## config.mk

```make
export PLATFORM = sky130hd
export DESIGN_NAME = rcf_top
export DESIGN_NICKNAME = d
export VERILOG_FILES = /design/src/pkg/rcf_pkg.sv /design/src/hdl/rcf_top.sv
export SDC_FILE = /design/constraint.sdc
export NUM_CORES = 2
export LEC_CHECK = 0
export BUFFER_PORTS_ARGS = -buffer_cell sky130_fd_sc_hd__buf_2
export CORE_AREA = 2 2 382 668
export CTS_CLUSTER_DIAMETER = 80
export CTS_CLUSTER_SIZE = 30
export DETAILED_ROUTE_END_ITERATION = 10
export DIE_AREA = 0 0 384 670
export PLACE_DENSITY_LB_ADDON = 0.12
export SYNTH_ARGS = -nofsm -noshare
export SYNTH_HDL_FRONTEND = slang
export SYNTH_SLANG_ARGS = --single-unit
```

## constraint.sdc

```tcl
create_clock -name core_clk_in -period 9.5 [get_ports core_clk_in]
set_input_delay 1.425 -clock core_clk_in [delete_from_list [all_inputs] [get_ports core_clk_in]]
set_output_delay 1.425 -clock core_clk_in [all_outputs]
set_load 0.01 [all_outputs]
```

## src/pkg/rcf_pkg.sv

```systemverilog
// Constants for the reader command, host-access and byte-queue registers
// What this block does
// Command bit 7 set enters standby
// Command bit 6 powers down receiver, transmitter
// Command bits 4..0 hold command; bit 5 reserved
// Unlock bit allows next write, then clears
// Host ownership set only after unlock
// Secure-module ownership needs unlock, never with host
// Bits 3..2 select secure-module link type
// Queue control bit 7: 1=255, 0=512 bytes
// Host changes depth only after clearing queue; the block stores bit 7 on any queue control write
// Near-full when capacity minus fill <= threshold
// Near-empty when fill <= threshold
// Clear bit empties queue, reads zero
// Threshold msb used only in 512 mode
// Read-only bits 1..0 show fill bits 9..8
// Threshold register: full eight-bit read-write
// Data port write pushes, read pops
// Fill register shows low eight bits, resets zero
// Full write dropped; empty read returns zero
// Setting both ownership bits keeps previous values
package rcf_pkg;
  localparam int ADDR_W = 7;
  localparam int DATA_W = 8;
  localparam int CNT_W = 10;
  localparam int THR_W = 9;

  localparam logic [ADDR_W-1:0] ADR_COMMAND = 7'h00;
  localparam logic [ADDR_W-1:0] ADR_HOST_CTRL = 7'h01;
  localparam logic [ADDR_W-1:0] ADR_QUEUE_CTRL = 7'h02;
  localparam logic [ADDR_W-1:0] ADR_THRESHOLD = 7'h03;
  localparam logic [ADDR_W-1:0] ADR_FILL_COUNT = 7'h04;
  localparam logic [ADDR_W-1:0] ADR_QUEUE_PORT = 7'h05;

  localparam int CMD_STANDBY_BIT = 7;
  localparam int CMD_RF_OFF_BIT = 6;
  localparam int CMD_CODE_MSB = 4;
  localparam int CMD_CODE_W = 5;

  localparam int HC_UNLOCK_BIT = 7;
  localparam int HC_OWN_HOST_BIT = 6;
  localparam int HC_OWN_SAM_BIT = 5;
  localparam int HC_LINK_MSB = 3;
  localparam int HC_LINK_LSB = 2;

  localparam int QC_DEPTH_BIT = 7;
  localparam int QC_NFULL_BIT = 6;
  localparam int QC_NEMPTY_BIT = 5;
  localparam int QC_CLEAR_BIT = 4;
  localparam int QC_THR_MSB_BIT = 2;

  localparam logic [CNT_W-1:0] DEPTH_SMALL = 10'h0FF;
  localparam logic [CNT_W-1:0] DEPTH_LARGE = 10'h200;

  localparam logic [DATA_W-1:0] RST_BYTE = 8'h00;
  localparam logic [CNT_W-1:0] RST_COUNT = 10'h000;
  localparam logic [CMD_CODE_W-1:0] RST_CMD = 5'h00;
  localparam logic [1:0] RST_LINK = 2'h0;
  localparam logic [1:0] LINK_OFF = 2'h0;
  localparam logic [1:0] LINK_SPI = 2'h1;
  localparam logic [1:0] LINK_ALT_TWO_WIRE = 2'h2;
  localparam logic [1:0] LINK_I2C = 2'h3;
endpackage

```

## src/hdl/rcf_top.sv

```systemverilog
// Command, host-access control and byte queue register block
module rcf_top #(
  parameter int PTR_W = 9
) (
  input wire logic core_clk_in,
  input wire logic rstn_in,
  input wire logic [rcf_pkg::ADDR_W-1:0] reg_addr_in,
  input wire logic reg_wr_in,
  input wire logic reg_rd_in,
  input wire logic [rcf_pkg::DATA_W-1:0] reg_wdata_in,
  output logic [rcf_pkg::DATA_W-1:0] reg_rdata_out,
  output logic reg_rvalid_out,
  output logic standby_out,
  output logic rf_frontend_powerdown_out,
  output logic [rcf_pkg::CMD_CODE_W-1:0] command_code_out,
  output logic bus_owner_host_out,
  output logic bus_owner_secure_module_out,
  output logic [1:0] secure_module_link_select_out,
  output logic near_full_flag_out,
  output logic near_empty_flag_out
);

  localparam int MEM_DEPTH = 2 ** PTR_W;

  if (MEM_DEPTH < int'(rcf_pkg::DEPTH_LARGE)) begin : g_bad_depth
    $error("PTR_W too small for the 512-byte queue");
  end

  if (rcf_pkg::THR_W + 1 != rcf_pkg::CNT_W) begin : g_bad_thr
    $error("threshold width must be one below the fill count width");
  end

  // Storage
  logic [rcf_pkg::DATA_W-1:0] mem [MEM_DEPTH];

  // Registers
  logic standby_ff;
  logic rf_off_ff;
  logic [rcf_pkg::CMD_CODE_W-1:0] cmd_ff;
  logic unlock_ff;
  logic own_host_ff;
  logic own_sam_ff;
  logic [1:0] link_ff;
  logic depth_sel_ff;
  logic thr_msb_ff;
  logic [rcf_pkg::DATA_W-1:0] thr_lo_ff;
  logic [PTR_W-1:0] wr_ptr_ff;
  logic [PTR_W-1:0] rd_ptr_ff;
  logic [rcf_pkg::CNT_W-1:0] count_ff;
  logic [rcf_pkg::DATA_W-1:0] rdata_ff;
  logic rvalid_ff;
  logic near_full_ff;
  logic near_empty_ff;

  // Address decode
  wire sel_cmd = (reg_addr_in == rcf_pkg::ADR_COMMAND);
  wire sel_hc = (reg_addr_in == rcf_pkg::ADR_HOST_CTRL);
  wire sel_qc = (reg_addr_in == rcf_pkg::ADR_QUEUE_CTRL);
  wire sel_thr = (reg_addr_in == rcf_pkg::ADR_THRESHOLD);
  wire sel_cnt = (reg_addr_in == rcf_pkg::ADR_FILL_COUNT);
  wire sel_port = (reg_addr_in == rcf_pkg::ADR_QUEUE_PORT);

  wire wr_cmd = reg_wr_in && sel_cmd;
  wire wr_hc = reg_wr_in && sel_hc;
  wire wr_qc = reg_wr_in && sel_qc;
  wire wr_thr = reg_wr_in && sel_thr;
  wire wr_port = reg_wr_in && sel_port;
  wire rd_port = reg_rd_in && sel_port && !reg_wr_in;

  // Queue capacity and threshold
  wire [rcf_pkg::CNT_W-1:0] capacity =
    depth_sel_ff ? rcf_pkg::DEPTH_SMALL : rcf_pkg::DEPTH_LARGE;
  wire [rcf_pkg::THR_W-1:0] threshold =
    depth_sel_ff ? {1'b0, thr_lo_ff} : {thr_msb_ff, thr_lo_ff};
  wire q_full = (count_ff >= capacity);
  wire q_empty = (count_ff == rcf_pkg::RST_COUNT);
  wire [rcf_pkg::CNT_W-1:0] room = q_full ? rcf_pkg::RST_COUNT : capacity - count_ff;
  wire near_full = (room <= {1'b0, threshold});
  wire near_empty = (count_ff <= {1'b0, threshold});

  // Queue operations
  wire q_clear = wr_qc && reg_wdata_in[rcf_pkg::QC_CLEAR_BIT];
  wire push = wr_port && !q_full;
  wire pop = rd_port && !q_empty;

  wire [rcf_pkg::CNT_W-1:0] nxt_count =
    q_clear ? rcf_pkg::RST_COUNT :
    push ? count_ff + 10'h001 :
    pop ? count_ff - 10'h001 : count_ff;
  wire [PTR_W-1:0] nxt_wr_ptr =
    q_clear ? '0 : (push ? wr_ptr_ff + 1'b1 : wr_ptr_ff);
  wire [PTR_W-1:0] nxt_rd_ptr =
    q_clear ? '0 : (pop ? rd_ptr_ff + 1'b1 : rd_ptr_ff);

  // Host-access control update
  wire req_host = reg_wdata_in[rcf_pkg::HC_OWN_HOST_BIT];
  wire req_sam = reg_wdata_in[rcf_pkg::HC_OWN_SAM_BIT];
  wire both_req = req_host && req_sam;
  wire own_write = wr_hc && unlock_ff && !both_req;
  wire nxt_own_host =
    own_write ? req_host :
    (wr_hc && !req_host) ? 1'b0 : own_host_ff;
  wire nxt_own_sam =
    own_write ? req_sam :
    (wr_hc && !req_sam) ? 1'b0 : own_sam_ff;
  wire nxt_unlock =
    wr_hc ? (!unlock_ff && reg_wdata_in[rcf_pkg::HC_UNLOCK_BIT]) : unlock_ff;

  // Read multiplexer
  wire [rcf_pkg::DATA_W-1:0] rd_cmd =
    {standby_ff, rf_off_ff, 1'b0, cmd_ff};
  wire [rcf_pkg::DATA_W-1:0] rd_hc =
    {unlock_ff, own_host_ff, own_sam_ff, 1'b0, link_ff, 2'b00};
  wire [rcf_pkg::DATA_W-1:0] rd_qc =
    {depth_sel_ff, near_full, near_empty, 1'b0, 1'b0, thr_msb_ff,
     count_ff[rcf_pkg::CNT_W-1:rcf_pkg::DATA_W]};
  wire [rcf_pkg::DATA_W-1:0] rd_port_data =
    q_empty ? rcf_pkg::RST_BYTE : mem[rd_ptr_ff];
  wire [rcf_pkg::DATA_W-1:0] rd_mux =
    sel_cmd ? rd_cmd :
    sel_hc ? rd_hc :
    sel_qc ? rd_qc :
    sel_thr ? thr_lo_ff :
    sel_cnt ? count_ff[rcf_pkg::DATA_W-1:0] :
    sel_port ? rd_port_data : rcf_pkg::RST_BYTE;
  wire rd_any = reg_rd_in && !reg_wr_in;

  // Queue storage write
  always_ff @(posedge core_clk_in) begin
    if (push) begin
      mem[wr_ptr_ff] <= reg_wdata_in;
    end
  end

  // Command register
  always_ff @(posedge core_clk_in) begin
    if (!rstn_in) begin
      standby_ff <= 1'b0;
      rf_off_ff <= 1'b0;
      cmd_ff <= rcf_pkg::RST_CMD;
    end else if (wr_cmd) begin
      standby_ff <= reg_wdata_in[rcf_pkg::CMD_STANDBY_BIT];
      rf_off_ff <= reg_wdata_in[rcf_pkg::CMD_RF_OFF_BIT];
      cmd_ff <= reg_wdata_in[rcf_pkg::CMD_CODE_MSB:0];
    end
  end

  // Host-access control register
  always_ff @(posedge core_clk_in) begin
    if (!rstn_in) begin
      unlock_ff <= 1'b0;
      own_host_ff <= 1'b0;
      own_sam_ff <= 1'b0;
      link_ff <= rcf_pkg::RST_LINK;
    end else begin
      unlock_ff <= nxt_unlock;
      own_host_ff <= nxt_own_host;
      own_sam_ff <= nxt_own_sam;
      if (wr_hc) begin
        link_ff <= reg_wdata_in[rcf_pkg::HC_LINK_MSB:rcf_pkg::HC_LINK_LSB];
      end
    end
  end

  // Queue control and threshold registers
  always_ff @(posedge core_clk_in) begin
    if (!rstn_in) begin
      depth_sel_ff <= 1'b0;
      thr_msb_ff <= 1'b0;
      thr_lo_ff <= rcf_pkg::RST_BYTE;
    end else begin
      if (wr_qc) begin
        depth_sel_ff <= reg_wdata_in[rcf_pkg::QC_DEPTH_BIT];
        thr_msb_ff <= reg_wdata_in[rcf_pkg::QC_THR_MSB_BIT];
      end
      if (wr_thr) begin
        thr_lo_ff <= reg_wdata_in;
      end
    end
  end

  // Queue pointers and fill count
  always_ff @(posedge core_clk_in) begin
    if (!rstn_in) begin
      wr_ptr_ff <= '0;
      rd_ptr_ff <= '0;
      count_ff <= rcf_pkg::RST_COUNT;
    end else begin
      wr_ptr_ff <= nxt_wr_ptr;
      rd_ptr_ff <= nxt_rd_ptr;
      count_ff <= nxt_count;
    end
  end

  // Read answer and registered flags
  always_ff @(posedge core_clk_in) begin
    if (!rstn_in) begin
      rdata_ff <= rcf_pkg::RST_BYTE;
      rvalid_ff <= 1'b0;
      near_full_ff <= 1'b0;
      near_empty_ff <= 1'b1;
    end else begin
      rvalid_ff <= rd_any;
      if (rd_any) begin
        rdata_ff <= rd_mux;
      end
      near_full_ff <= near_full;
      near_empty_ff <= near_empty;
    end
  end

  assign reg_rdata_out = rdata_ff;
  assign reg_rvalid_out = rvalid_ff;
  assign standby_out = standby_ff;
  assign rf_frontend_powerdown_out = rf_off_ff;
  assign command_code_out = cmd_ff;
  assign bus_owner_host_out = own_host_ff;
  assign bus_owner_secure_module_out = own_sam_ff;
  assign secure_module_link_select_out = link_ff;
  assign near_full_flag_out = near_full_ff;
  assign near_empty_flag_out = near_empty_ff;
endmodule

```

== After elaboration in Yosys (flattened, before gate mapping) ==
Memory sizes are Yosys's and may differ from the RTL's. A register that Yosys moved wholly into a read port is not among the register bits.
Index checks and enable logic that the tools add are counted.

* Word-level logic and storage cells: 82
* Memory bits (writable): 4096
* Register bits: 61
* Memories kept: 1

{| class="wikitable"
|+ Memories
! memory !! words !! width !! read ports !! clocked after memory_dff !! write ports !! RTL line !! source
|-
| mem || 512 || 8 || 1 || 1 || 1 || rcf_top.sv:34 || <nowiki>logic [rcf_pkg::DATA_W-1:0] mem [MEM_DEPTH];</nowiki>
|}

* Bitwise logic cells: 1
* Multiplexer cells: 20
* Add/subtract/negate cells: 5
* Equality and inequality tests: 5
* Reduce and logical (&&, ||, !) cells: 30
* Order comparisons: 3

{| class="wikitable"
|+ Operators with widths
! cell !! number
|-
| $mux W8 || 7
|-
| $mux W10 || 4
|-
| $mux W9 || 3
|-
| $le A10 B9 Y1 || 2
|-
| $add A9 B1 Y9 const B || 2
|-
| $logic_and A1 B1 Y1 || 17
|-
| $eq A7 B2 Y1 const B || 2
|-
| $eq A7 B3 Y1 const B || 2
|-
| $add A10 B1 Y10 const B || 1
|-
| $ge A10 B10 Y1 || 1
|-
| $logic_not A10 Y1 || 1
|-
| $sub A10 B1 Y10 const B || 1
|-
| $sub A10 B10 Y10 || 1
|-
| $eq A7 B1 Y1 const B || 1
|-
| $logic_not A1 Y1 || 7
|-
| $logic_not A7 Y1 || 1
|-
| $mux W1 || 6
|-
| $reduce_bool A2 Y1 || 3
|-
| $reduce_or A2 Y1 || 1
|-
| $not A1 Y1 || 1
|}

== Depth between registers and ports, before layout ==
* Depth in word-level cells: 8
* Mapped depth: 20
* Gate-level depth less buffers: 19

== Worst setup path after synthesis ==
OpenSTA, ideal clock, no wires.

* Path type: input to register
* Start point: input port reg_addr_in[3] (netlist bit)
* End point: register count_ff[9] (netlist bit)
* Stages on the path: 15
* Arrival: 5045 ps
* Path buffers: 1
* Slack: 4327 ps
* Path through: or4_1 nor3b_2 nand3_1 nor2_1 clkbuf_1 inv_1 ha_1 a21o_1 a21oi_1 o21bai_1 a2111oi_0 o31ai_1 mux2i_1 xnor2_1 nor2_1

* Word-level cells in the longest chain between the ends: 5
* Elaborated cells between the ends (all ways): 12
* Those cells by class: eq/ne: 2; mux: 1; reduce/logical: 9

{| class="wikitable"
|+ Ends and longest elaborated chain
! element !! RTL line !! source
|-
| start, declared || rcf_top.sv:7 || <nowiki>input wire logic [rcf_pkg::ADDR_W-1:0] reg_addr_in,</nowiki>
|-
| $eq A7 B3 Y1 || rcf_top.sv:61 || <nowiki>wire sel_port = (reg_addr_in == rcf_pkg::ADR_QUEUE_PORT);</nowiki>
|-
| $logic_and A1 B1 Y1 (2 in a row) || rcf_top.sv:68 || <nowiki>wire rd_port = reg_rd_in && sel_port && !reg_wr_in;</nowiki>
|-
| $logic_and A1 B1 Y1 || rcf_top.sv:84 || <nowiki>wire pop = rd_port && !q_empty;</nowiki>
|-
| $reduce_bool A2 Y1 (no line) || n/a ||
|-
| end signal, assigned || rcf_top.sv:187 || <nowiki>count_ff <= rcf_pkg::RST_COUNT;</nowiki>
|-
| end signal, assigned || rcf_top.sv:191 || <nowiki>count_ff <= nxt_count;</nowiki>
|-
| end, declared || rcf_top.sv:49 || <nowiki>logic [rcf_pkg::CNT_W-1:0] count_ff;</nowiki>
|}

Several ways; a longest one is shown, not always the timed one.
A chain may end at the register's enable or synchronous reset.

==> results.toml <==
[layout]
syn_to_final_growth_pct = 5.01
nFillCells = 15268
ff_latch_area_um2 = 124000
multi_input_area_um2 = 36100
design_area_um2 = 171000
drive_above_1_share_pct = 21.0
nets = 7523
fin_cells = 10827

[clock_network]
clock-root-buffer = "clkbuf_16"
cts_buffer_depth = 4
tritoncts = "done"
numCtsBuffers = 165
ctsHoldBuffers = 0
cts_repair_resize_count = 0
clk_latency_ps = 900
cts.sinks = 4166
clk_pin_slew_ps = 120
post-cts-setup-buffers = 0
h-tree-depth = 4

[power_and_ir_drop]
p_per_area_nw_per_um2 = 170
power.leakage_nw = 50.0
p_total_mw = 29.1
vdd_ir_drop_max_mv = 0.242

[synthesis]
yosysSeqAreaShare_pct = 76.4
yosysUniqueCellTypes = 76
netlist_instances = 7548
yosys.area_share.simple_pct = 2.81
synthFlopType = "edfxtp_1"
synth_compound_gate_area_share_pct = 1.89
synth_top_family_by_area = "multiplexers"
synthAdderAreaFrac_pct = 0.332
synthesis.nets = 7609
ys_ff_latch = 4166
yosysWarnings = 0
synth_edf_count = 4096
async_flop_share_pct = 0
muxShareOfSynthArea_pct = 16.8
synth_xor_area_share_pct = 0.161
syn_area_per_cell_um2 = 21.6
syn_area_um2 = 163000

[run_status]
violations = "max-capacitance violations, max-slew violations"
status = "finished, violations left"

[hold_path]
min_path_type = "flip-flop to flip-flop"

[setup_path]
crit_buf_inv = 2
cp.required_ps = 10290
cp_max_fo = 28
start_kind = "flip-flop"
crit_slowest_cell = "and2_1"
slowest_delay_ps = 980
crit_path_end_kind = "flip-flop"
r2r_slack_ps = 3890
worstSetupPathType = "flip-flop to flip-flop"
arrival_ps = 6400
crit_chain = "buf_4, and2_1, buf_4, a221oi_1, o21ai_0, nand3_1, o21ai_0, a41oi_1, nand3_1, a21oi_1"
cp_top_family = "simple AND/OR/NAND/NOR gates"

[die]
dieArea_um2 = 257000
die_w_um = 384
num_rows = 244
die_y_um = 670
core-area_um2 = 252000
start_util_pct = 64.7
io_pins = 41

[sta]
tightest_slew_ps = 1560
post-route-period-util_pct = 59.1
fmax_mhz = 178
drv_slew = 2
grt_setup_unrepaired = "no"
hold_viol_final = 0
setup_viol = 0
finalClockSkew_ps = 40.9
tns_ps = 0
period_needed_ps = 5610
whs_ps = 480
relSlewSlack_pct = -5.21

[route]
wl_mm = 448
wl_per_cell_um = 41.4
vias_per_cell = 7.33
antenna_left = 0
vias = 79330
drtPass1Iterations = 10
drtIter0Drc = 11895
drc_errors = 0

[placement]
postPlaceCellArea_um2 = 167000
gp_congestion = 0.998
io_buffers = 40
place_inst = 10616
dp_hpwl_mm = 285

[grt]
grt_pass1_wl_mm = 622
grt_pass1_vias = 79303
grt_max_degree = 178
antenna_found_initial = 28
grtUsageTotal_pct = 35.3
overflow = 0

[job]
maxCapViolations = 1
state kept, by name, summed over array words and instances (netlist names), named ones only:
name                           cells
near_full_flag_out                 1
secure_module_link_select_out      2
mem                             4096
thr_msb_ff                         1
wr_ptr_ff                          9
standby_out                        1
bus_owner_secure_module_out        1
count_ff                          10
unlock_ff                          1
rd_ptr_ff                          9
reg_rvalid_out                     1
depth_sel_ff                       1
rf_frontend_powerdown_out          1
thr_lo_ff                          8
command_code_out                   5
near_empty_flag_out                1
bus_owner_host_out                 1
reg_rdata_out                      8
area by class of cell:
class | instances | share of cell area (%)
multi-input cells | 2895 | 21.1
inverters | 39 | 0.0907
well taps | 3321 | 2.43
clock buffers | 179 | 2.47
clock inverters | 8 | 0.0424
flip-flops and latches | 4166 | 72.8
repair buffers | 195 | 1.09
diodes | 24 | 0.0351
synth_stat cells (24+ instances only):
master	instances	area (µm²)
a211oi_1	24	180
a21oi_1	70	350
a22o_1	25	219
a22oi_1	71	533
buf_2	91	455
buf_4	107	803
buf_6	30	338
clkbuf_1	196	736
dfxtp_1	70	1400
edfxtp_1	4096	123000
ha_1	40	500
inv_1	36	135
mux2i_1	186	1860
mux4_2	1126	25400
nand2_1	191	717
nand3_1	55	275
nand4_1	35	219
nor2_1	608	2280
nor2b_1	49	307
nor3_1	25	125
o21ai_0	61	305
o22ai_1	43	269
final timing paths:
check / to / startpoint / cells past startpoint
min reg2reg: reg_rdata_out[6] / reg_rdata_out[6] / 2
min: reg_rdata_out[6] / reg_rdata_out[6] / 2
max reg2reg: reg_rdata_out[7] / flip-flop / 10
max: reg_rdata_out[7] / flip-flop / 10
worst min-delay path: cells and delay by family (launching register included):
kind	cells	cell delay (ps)
flip-flops	1	330
AND/OR/NAND/NOR	1	60
AO/OA/AOI/OAI	1	60
through the flow:
step	setup slack, ps	utilization [%]
after detailed placement	3710	66.2
final	3890	67.9
after global placement	3690	66.2
after floorplan	4330	-
after global routing	3770	67.9
after CTS	4120	67.9
kinds of logic after synthesis:
group,count (synthesis)
mux,1325
flops,4166
xor+xnor,30
fa+ha+maj,42
compound gates,443
buf+inv,487
simple gates,1055
report_power, final:
group | internal (mW) | switching [mW]
combinational | 0.0397 | 0.372
sequential | 20.1 | 0.00220
clock | 3.22 | 5.27
total | 23.4 | 5.65
cell usage in the layout, fill, tap and decap left out, types with 12 or more instances in the layout:
cell type / netlist / routed
mux2i_1: 186 / 186
clkbuf_16: 0 / 167
diode_2: 0 / 24
a221oi_1: 23 / 23
buf_4: 107 / 122
dfxtp_1: 70 / 62
a32oi_1: 22 / 22
xnor2_1: 13 / 13
a31oi_1: 17 / 17
ha_1: 40 / 40
xor2_1: 17 / 17
o22ai_1: 43 / 43
mux4_2: 1126 / 1126
buf_2: 91 / 32
nand4_1: 35 / 35
nor3_1: 25 / 22
nor2b_1: 49 / 42
clkbuf_1: 196 / 12
nor2_1: 608 / 604
nor4_1: 16 / 14
nand2_4: 0 / 12
nand3_1: 55 / 51
inv_1: 36 / 36
a21oi_1: 70 / 70
a211oi_1: 24 / 24
a22o_1: 25 / 25
nand2_1: 191 / 179
mux2_2: 13 / 13
buf_12: 3 / 33
nand2b_1: 12 / 12
edfxtp_1: 4096 / 4096
a22oi_1: 71 / 71
o21ai_0: 61 / 57
o211ai_1: 12 / 12
layer usage:
layer	GRT usage, %	share of wire (%)
met2	58.0	51
met1	43.6	32
met3	6.46	9.8
met4	22.5	7.8
met5	0	0.015
Power figures use the tool's default switching activity.
